$ cat src/include/dbsr_pkg.sv
// Constants, field layouts and state types of the boot-strap and reset pin controller.
// Functional notes
// - Release all sixteen processor lines in normal running.
// - Drive boot switches during power-on and full reset.
// - Core select resets to zero, then follows register.
// - Packet clock select from switches 13:11 or register.
// - Latch enable and local reset default high, follow register.
// - NMI defaults high; register sets it once unlocked.
// - Both frame-sync outputs follow the differential input.
`default_nettype none
package dbsr_pkg;

    ////////////////////////////////////////////////////////////////////////////////
    // Timing.
    localparam int unsigned CLK_PERIOD_NS = 50;
    localparam int unsigned POWERON_NS = 100000;
    localparam int unsigned POWERON_CYCLES = (POWERON_NS + CLK_PERIOD_NS - 1) / CLK_PERIOD_NS;
    localparam logic [11:0] POWERON_LAST = 12'(POWERON_CYCLES - 1);

    ////////////////////////////////////////////////////////////////////////////////
    // Register byte offsets on the Wishbone slave.
    localparam logic [7:0] OFS_CTRL = 8'h00;
    localparam logic [7:0] OFS_UNLOCK = 8'h04;
    localparam logic [7:0] OFS_NMI = 8'h08;
    localparam logic [7:0] OFS_STATUS = 8'h0c;
    localparam logic [7:0] OFS_GPIO_IN = 8'h10;
    localparam logic [7:0] NMI_UNLOCK_KEY = 8'h5a;

    // Status word field positions.
    localparam int unsigned ST_DRIVE = 0;
    localparam int unsigned ST_FULL = 1;
    localparam int unsigned ST_UNLOCK = 2;
    localparam int unsigned ST_PHASE_LSB = 4;
    localparam int unsigned ST_SW_LSB = 16;

    ////////////////////////////////////////////////////////////////////////////////
    // Synchroniser vector layout.
    localparam int unsigned SYNC_W = 35;
    localparam int unsigned SY_TDM_N = 0;
    localparam int unsigned SY_TDM_P = 1;
    localparam int unsigned SY_FULL_N = 2;
    localparam int unsigned SY_SW_LSB = 3;
    localparam int unsigned SY_GPIO_LSB = 19;
    localparam int unsigned SW_PCLK_LSB = 11;

    localparam logic [15:0] OE_N_RELEASE = 16'hffff;
    localparam logic [15:0] OE_N_DRIVE = 16'h0000;

    ////////////////////////////////////////////////////////////////////////////////
    // Types.
    // Power-on to run and run to full reset each flip a single bit.
    typedef enum logic [1:0] {
        DBSR_POWERON = 2'b00,
        DBSR_RUN = 2'b01,
        DBSR_FULLRST = 2'b11
    } dbsr_phase_e;

    typedef struct packed {
        logic pclk_val;
        logic pclk_src;
        logic lreset_n;
        logic latch_en_n;
        logic [3:0] core_sel;
    } dbsr_ctrl_s;

    typedef struct packed {
        logic ack;
        logic [31:0] dat;
        dbsr_ctrl_s ctrl;
        logic unlocked;
        logic nmi_n;
        dbsr_phase_e phase;
        logic [11:0] por_cnt;
        logic [15:0] gpio_out;
        logic [15:0] gpio_oe_n;
        logic pclk;
        logic tdm_a;
        logic tdm_b;
    } dbsr_state_s;

    localparam dbsr_ctrl_s CTRL_RESET = '{pclk_val: 1'b0, pclk_src: 1'b0, lreset_n: 1'b1,
                                          latch_en_n: 1'b1, core_sel: 4'h0};

    localparam dbsr_state_s STATE_RESET = '{ack: 1'b0, dat: 32'h0000_0000, ctrl: CTRL_RESET,
                                            unlocked: 1'b0, nmi_n: 1'b1, phase: DBSR_POWERON,
                                            por_cnt: 12'h000, gpio_out: 16'h0000,
                                            gpio_oe_n: OE_N_DRIVE, pclk: 1'b0,
                                            tdm_a: 1'b0, tdm_b: 1'b0};

endpackage : dbsr_pkg
`default_nettype wire

$ cat src/rtl/dbsr_sync.sv
// Two-stage synchroniser for a vector of pin inputs.
`timescale 1ns/10ps
`default_nettype none
module dbsr_sync #(
    parameter int unsigned W = 1
) (
    input wire logic clk_i,
    input wire logic rst_i,
    input wire logic [W-1:0] async_i,
    output logic [W-1:0] sync_o
);

    typedef struct packed {
        logic [W-1:0] meta;
        logic [W-1:0] safe;
    } dbsr_sync_s;

    dbsr_sync_s st;
    dbsr_sync_s next_st;

    // The first stage feeds only the second, so metastability never reaches logic.
    always_comb begin
        next_st.meta = async_i;
        next_st.safe = st.meta;
    end

    always_ff @(posedge clk_i) begin
        if (rst_i) begin
            st <= '0;
        end else begin
            st <= next_st;
        end
    end

    assign sync_o = st.safe;

endmodule : dbsr_sync
`default_nettype wire

$ cat src/rtl/dbsr_top.sv
// Boot-strap, reset and interrupt pin controller with a Wishbone register slave.
//
// Design decisions made here: the Wishbone interface to the registers and the placing of the registers.
`timescale 1ns/10ps
`default_nettype none
module dbsr_top (
    input wire logic clk_i,
    input wire logic rst_i,
    input wire logic wb_cyc_i,
    input wire logic wb_stb_i,
    input wire logic wb_we_i,
    input wire logic [7:0] wb_adr_i,
    input wire logic [3:0] wb_sel_i,
    input wire logic [31:0] wb_dat_i,
    output logic [31:0] wb_dat_o,
    output logic wb_ack_o,
    input wire logic [15:0] boot_switch_inputs_i,
    input wire logic proc_full_reset_n_i,
    input wire logic [15:0] proc_gpio_i,
    output logic [15:0] proc_gpio_o,
    output logic [15:0] proc_gpio_oe_n_o,
    output logic [3:0] proc_core_select_o,
    output logic packet_clock_select_o,
    output logic local_reset_irq_latch_en_n_o,
    output logic proc_nonmaskable_irq_n_o,
    output logic proc_local_reset_n_o,
    input wire logic tdm_frame_sync_diff_p_i,
    input wire logic tdm_frame_sync_diff_n_i,
    output logic tdm_port0_frame_sync_out_a_o,
    output logic tdm_port0_frame_sync_out_b_o
);

    ////////////////////////////////////////////////////////////////////////////////
    // Pin synchronisers.
    logic [dbsr_pkg::SYNC_W-1:0] sy;
    logic [15:0] sw_sync;
    logic [15:0] gpio_sync;
    logic full_n_sync;
    logic tdm_level;

    dbsr_sync #(
        .W(dbsr_pkg::SYNC_W)
    ) u_sync (
        .clk_i(clk_i),
        .rst_i(rst_i),
        .async_i({proc_gpio_i, boot_switch_inputs_i, proc_full_reset_n_i,
                  tdm_frame_sync_diff_p_i, tdm_frame_sync_diff_n_i}),
        .sync_o(sy)
    );

    // High only when the true half is high and the complement low; a collapsed pair reads as low.
    assign sw_sync = sy[dbsr_pkg::SY_SW_LSB +: 16];
    assign gpio_sync = sy[dbsr_pkg::SY_GPIO_LSB +: 16];
    assign full_n_sync = sy[dbsr_pkg::SY_FULL_N];
    assign tdm_level = sy[dbsr_pkg::SY_TDM_P] & ~sy[dbsr_pkg::SY_TDM_N];

    ////////////////////////////////////////////////////////////////////////////////
    // State and next-state logic.
    dbsr_pkg::dbsr_state_s st;
    dbsr_pkg::dbsr_state_s next_st;
    logic req;
    logic wr;
    logic [7:0] adr;
    logic [31:0] status;

    assign req = wb_cyc_i & wb_stb_i & ~st.ack;
    assign wr = req & wb_we_i;
    assign adr = {wb_adr_i[7:2], 2'b00};

    // Status gathers the strap phase and the live switch and reset pins.
    always_comb begin
        status = 32'h0000_0000;
        status[dbsr_pkg::ST_DRIVE] = (st.phase != dbsr_pkg::DBSR_RUN);
        status[dbsr_pkg::ST_FULL] = ~full_n_sync;
        status[dbsr_pkg::ST_UNLOCK] = st.unlocked;
        status[dbsr_pkg::ST_PHASE_LSB +: 2] = st.phase;
        status[dbsr_pkg::ST_SW_LSB +: 16] = sw_sync;
    end

    always_comb begin
        next_st = st;
        next_st.ack = req;
        // Bus: one wait state, unmapped offsets read zero and ignore writes.
        if (req) begin
            next_st.dat = 32'h0000_0000;
            unique case (adr)
                dbsr_pkg::OFS_CTRL: next_st.dat[7:0] = st.ctrl;
                dbsr_pkg::OFS_UNLOCK: next_st.dat[0] = st.unlocked;
                dbsr_pkg::OFS_NMI: next_st.dat[0] = st.nmi_n;
                dbsr_pkg::OFS_STATUS: next_st.dat = status;
                dbsr_pkg::OFS_GPIO_IN: next_st.dat[15:0] = gpio_sync;
                default: next_st.dat = 32'h0000_0000;
            endcase
        end
        if (wr && wb_sel_i[0]) begin
            if (adr == dbsr_pkg::OFS_CTRL) begin
                next_st.ctrl = wb_dat_i[7:0];
            end
            if (adr == dbsr_pkg::OFS_UNLOCK) begin
                next_st.unlocked = (wb_dat_i[7:0] == dbsr_pkg::NMI_UNLOCK_KEY);
            end
            // A locked write is dropped so a stray store cannot fire the interrupt.
            if (adr == dbsr_pkg::OFS_NMI && st.unlocked) begin
                next_st.nmi_n = wb_dat_i[0];
            end
        end
        // Strap phase: power-on window, then track the full-reset pin.
        unique case (st.phase)
            dbsr_pkg::DBSR_POWERON: begin
                if (st.por_cnt == dbsr_pkg::POWERON_LAST) begin
                    next_st.phase = full_n_sync ? dbsr_pkg::DBSR_RUN : dbsr_pkg::DBSR_FULLRST;
                end else begin
                    next_st.por_cnt = st.por_cnt + 12'h001;
                end
            end
            dbsr_pkg::DBSR_FULLRST: begin
                if (full_n_sync) begin
                    next_st.phase = dbsr_pkg::DBSR_RUN;
                end
            end
            dbsr_pkg::DBSR_RUN: begin
                if (!full_n_sync) begin
                    next_st.phase = dbsr_pkg::DBSR_FULLRST;
                end
            end
            default: begin
                next_st.phase = dbsr_pkg::DBSR_POWERON;
                next_st.por_cnt = 12'h000;
            end
        endcase
        // Drive switches while strapping, release every line when running.
        next_st.gpio_out = sw_sync;
        next_st.gpio_oe_n = (next_st.phase == dbsr_pkg::DBSR_RUN) ?
                            dbsr_pkg::OE_N_RELEASE : dbsr_pkg::OE_N_DRIVE;
        // Packet clock: any of switches 13:11 set, unless the register overrides.
        next_st.pclk = st.ctrl.pclk_src ? st.ctrl.pclk_val :
                       (|sw_sync[dbsr_pkg::SW_PCLK_LSB +: 3]);
        next_st.tdm_a = tdm_level;
        next_st.tdm_b = tdm_level;
    end

    // Own reset loads every pin default before software can write.
    always_ff @(posedge clk_i) begin
        if (rst_i) begin
            st <= dbsr_pkg::STATE_RESET;
        end else begin
            st <= next_st;
        end
    end

    ////////////////////////////////////////////////////////////////////////////////
    // Outputs, all taken straight from state flops.
    assign wb_dat_o = st.dat;
    assign wb_ack_o = st.ack;
    assign proc_gpio_o = st.gpio_out;
    assign proc_gpio_oe_n_o = st.gpio_oe_n;
    assign proc_core_select_o = st.ctrl.core_sel;
    assign packet_clock_select_o = st.pclk;
    assign local_reset_irq_latch_en_n_o = st.ctrl.latch_en_n;
    assign proc_nonmaskable_irq_n_o = st.nmi_n;
    assign proc_local_reset_n_o = st.ctrl.lreset_n;
    assign tdm_port0_frame_sync_out_a_o = st.tdm_a;
    assign tdm_port0_frame_sync_out_b_o = st.tdm_b;
endmodule : dbsr_top
`default_nettype wire

$ cat config.mk
export PLATFORM = sky130hd
export DESIGN_NAME = dbsr_top
export DESIGN_NICKNAME = d
export VERILOG_FILES = /design/src/include/dbsr_pkg.sv /design/src/rtl/dbsr_sync.sv /design/src/rtl/dbsr_top.sv
export SDC_FILE = /design/constraint.sdc
export NUM_CORES = 1
export LEC_CHECK = 0
export BUFFER_PORTS_ARGS = -buffer_cell sky130_fd_sc_hd__buf_4
export CORE_UTILIZATION = 46
export DETAILED_ROUTE_END_ITERATION = 7
export PLACE_DENSITY_LB_ADDON = 0.2
export SLEW_MARGIN = 5
export SYNTH_ARGS = -nofsm -noshare
export SYNTH_HDL_FRONTEND = slang
export SYNTH_SLANG_ARGS = --single-unit
export TNS_END_PERCENT = 10
$ cat constraint.sdc
create_clock -name clk_i -period 2.2 [get_ports clk_i]
set_input_delay 0.55 -clock clk_i [delete_from_list [all_inputs] [get_ports clk_i]]
set_output_delay 0.55 -clock clk_i [all_outputs]
set_load 0.005 [all_outputs]
==> flow_summary_export.csv <==
group,metric,value,unit
final_layout,syn2layout_area_growth,22.9,%
run,drv_cap,0,
pwr,powerDensity,871,nW/um^2
clocking,postCtsSetupBuffers,0,
sta,slew_headroom,68.4,%
floorplan,rows,38,
synthesis,muxShareOfSynthArea,1.89,%
global_routing,antenna_found_initial,0,
clocking,h-tree-depth,4,
sta,hold_viol_final,0,
clocking,clock-root-buffer,"clkbuf_16",
synthesis,synth_edf_count,0,
setup_path,critPathLaunchType,"flop",
route,wl_per_cell,13.4,um
placed_design,hpwl,6750,um
clocking,cts_hold_buf,0,
setup_path,crit_fanout,16,
setup_path,cp.required,1650,ps
outcome,outcome,"finished clean",
clocking,cts_buffer_depth,2,
synthesis,synth-xor-area-share,0.826,%
sta,rsz0062_at_grt,"no",
global_routing,first_global_vias,3247,
clocking,cts_buffers,17,
floorplan,io_pins,159,
route,vias_per_cell,4.80,
sta,period_needed,1730,ps
synthesis,synth_area_leaders,"dfxtp_1, nor2b_1, buf_4",
global_routing,grt_start_max_net_pins,68,
worst_hold_path,hold_path_startpoint,"proc_gpio_i[13]",
synthesis,yosys.area.top_type_share,55.2,%
setup_path,r2r_setup_slack,510,ps
synthesis,synth_top_family_by_area,"simple AND/OR/NAND/NOR gates",
final_layout,final_layout_size_suffix_gt1_share,29.4,%
sta,slew_violations,0,
setup_path,crit_buf_inv,1,
synthesis,ys_seq_elements,146,
synthesis,synth_nets,607,
clocking,cts_tree,"yes",
synthesis,synthSimpleGateAreaFrac,21.9,%
sta,max_freq,577,MHz
placed_design,port_buffers,129,
synthesis,ys_types,43,
global_routing,grt_use_total,17.0,%
pwr,p_total,5.67,mW
floorplan,core,11000,sq um
sta,period_share,78.8,%
floorplan,fp.dieArea,12000,sq um
setup_path,crit_slowest_cell,"dfxtp_1",
sta,worstMarginPinSlew,468,ps
setup_path,r2r_start,"st[35]$_SDFFE_PP0P_",
synthesis,synth_compound_area_share,8.19,%
global_routing,grt_pass1_wl,15300,um
synthesis,async_flop_share,0,%
route,vias,3542,
synthesis,avgSynthCellArea,10.2,sq um
global_routing,overflow,0,
clocking,clock_latency,410,ps
setup_path,crit_path_max_incr_delay,590,ps
floorplan,chipHeight,109,um
route,ant_nets,0,
clocking,cts-resized-gates,0,
final_layout,fin_util,59.0,%
sta,fin_worst_skew,8.58,ps
clocking,path_clk_slew,60,ps
synthesis,synthAdderAreaFrac,0.236,%
worst_hold_path,min_to,"u_sync.next_st[32]$_SDFF_PP0_",
setup_path,path_cells,"buf_4",
setup_path,end_kind,"output port",
route,post-route-drc-count,0,
synthesis,yosysWarnings,0,
pwr,peakVddDrop,0.483,mV
route,drtIter0Drc,183,
final_layout,antenna_cells,0,
pwr,power_leakage,2.71,nW
synthesis,netlist_area,5300,sq um
setup_path,critPathTopFamily,"flip-flops",
clocking,clock_sinks,146,
floorplan,die_x,109,um
sta,setup_viol,0,
floorplan,initial_core_util,48.0,%
worst_hold_path,holdPathStages,2,
route,wirelength,9870,um
worst_hold_path,hp-class,"in -> reg",
synthesis,syn_inst,522,
synthesis,synth_top_area_cell,"dfxtp_1",
placed_design,gp_congestion,0.754,
setup_path,crit_type,"reg -> out",
final_layout,nets,672,
setup_path,reg2reg_depth,5,
sta,setup_tns,0,ps
synthesis,synth-main-ff-cell,"dfxtp_1",
route,dr.pass1.iters,4,
setup_path,arrival,1180,ps
setup_path,rr_endpoint,"st[36]$_SDFFE_PP0P_",
synthesis,synth_seq_area_share,55.2,%
## worst max path at each step
stage,from,end,cells after the start
final,proc_gpio_oe_n_o[14]$_SDFF_PP0_,proc_gpio_oe_n_o[7],1
after global placement,wb_adr_i[7],local_reset_irq_latch_en_n_o$_SDFFE_PP1P_,6
after global routing,proc_gpio_oe_n_o[14]$_SDFF_PP0_,proc_gpio_oe_n_o[9],1
after CTS,proc_gpio_oe_n_o[14]$_SDFF_PP0_,proc_gpio_oe_n_o[12],1
after detailed placement,wb_adr_i[7],st[50]$_SDFFE_PP0P_,6
after floorplan,wb_adr_i[7],local_reset_irq_latch_en_n_o$_SDFFE_PP1P_,5
## per-layer routing
layer  up-vias  part of all wire, %  global-route usage, %
li1       1810                    -                      -
met1      1629                   43                   20.4
met2        98                   48                   27.6
met3         5                  7.7                   6.22
met4         0                 0.54                   6.57
met5         -                    0                      0
## cell usage after synthesis, types with 9 or more instances
master	count
a22oi_1	28
dfxtp_1	146
clkbuf_1	23
nor2b_1	90
mux2i_1	10
nand3b_1	9
nand2_1	10
a21oi_1	14
nor2_1	49
nor3_1	13
buf_4	69
## power breakdown
| group | total (mW) | internal, mW | switching [mW] |
|---|---|---|---|
| registers | 2.74 | 2.72 | 0.0232 |
| logic | 0.255 | 0.139 | 0.116 |
| clock network | 2.68 | 1.61 | 1.06 |
| total | 5.67 | 4.47 | 1.20 |
## stage by stage
step / hold slack (ps) / cell area (sq um) / setup slack [ps] / cells
floorplan: 373 / 5300 / 107 / 522
global placement: 388 / 5950 / 179 / 708
detailed placement: 408 / 5950 / 153 / 708
CTS: 334 / 6510 / 424 / 738
global route: 342 / 6510 / 310 / 738
finish: 346 / 6510 / 467 / 738
## kinds of logic (layout without fill, tap and decap cells)
group / count (synthesis) / after routing
AOI/OAI and AO/OA: 62 / 62
buffers and inverters: 96 / 172
and+or+nand+nor: 202 / 202
xor gates and xnor gates: 5 / 5
muxes: 10 / 10
DFF: 146 / 146
adders and majority gates: 1 / 1
## state kept, by name, summed over array words and instances (netlist names), 4 cells and up
name                cells
proc_core_select_o      4
proc_gpio_o            16
st                     17
u_sync.next_st         35
u_sync.sync_o          35
wb_dat_o               32
## cell usage in the layout (no fill, tap or decap), types with 2 or more instances in the layout
master / n
nor4_1: 4
and4b_1: 2
dfxtp_1: 146
nor2_1: 49
o21ai_1: 2
clkinvlp_4: 3
mux2i_1: 10
nand2_1: 10
clkinv_2: 2
buf_12: 3
a22oi_1: 28
a22o_1: 3
a32o_1: 4
nor2b_1: 90
xnor2_1: 2
and2_1: 3
nand3b_1: 9
nand2b_1: 2
clkbuf_8: 2
inv_6: 3
a21oi_1: 14
clkinv_4: 2
or3_1: 4
a211o_1: 2
nand4b_1: 2
buf_4: 138
and3_1: 2
nor3_1: 13
clkbuf_16: 17
nand4_1: 2
o21ai_0: 4
xor2_1: 3
nand3_1: 2
## cell type report
class                      count  area (sq um)
clock buffer                  19           453
clock inverter                11           106
fill                         964          4520
inverter                       1          3.75
multi-input combinational    280          1750
sequential                   146          2920
tap                          140           175
timing repair buffer         141          1100
No activity file was read; power rests on OpenSTA's default activity.
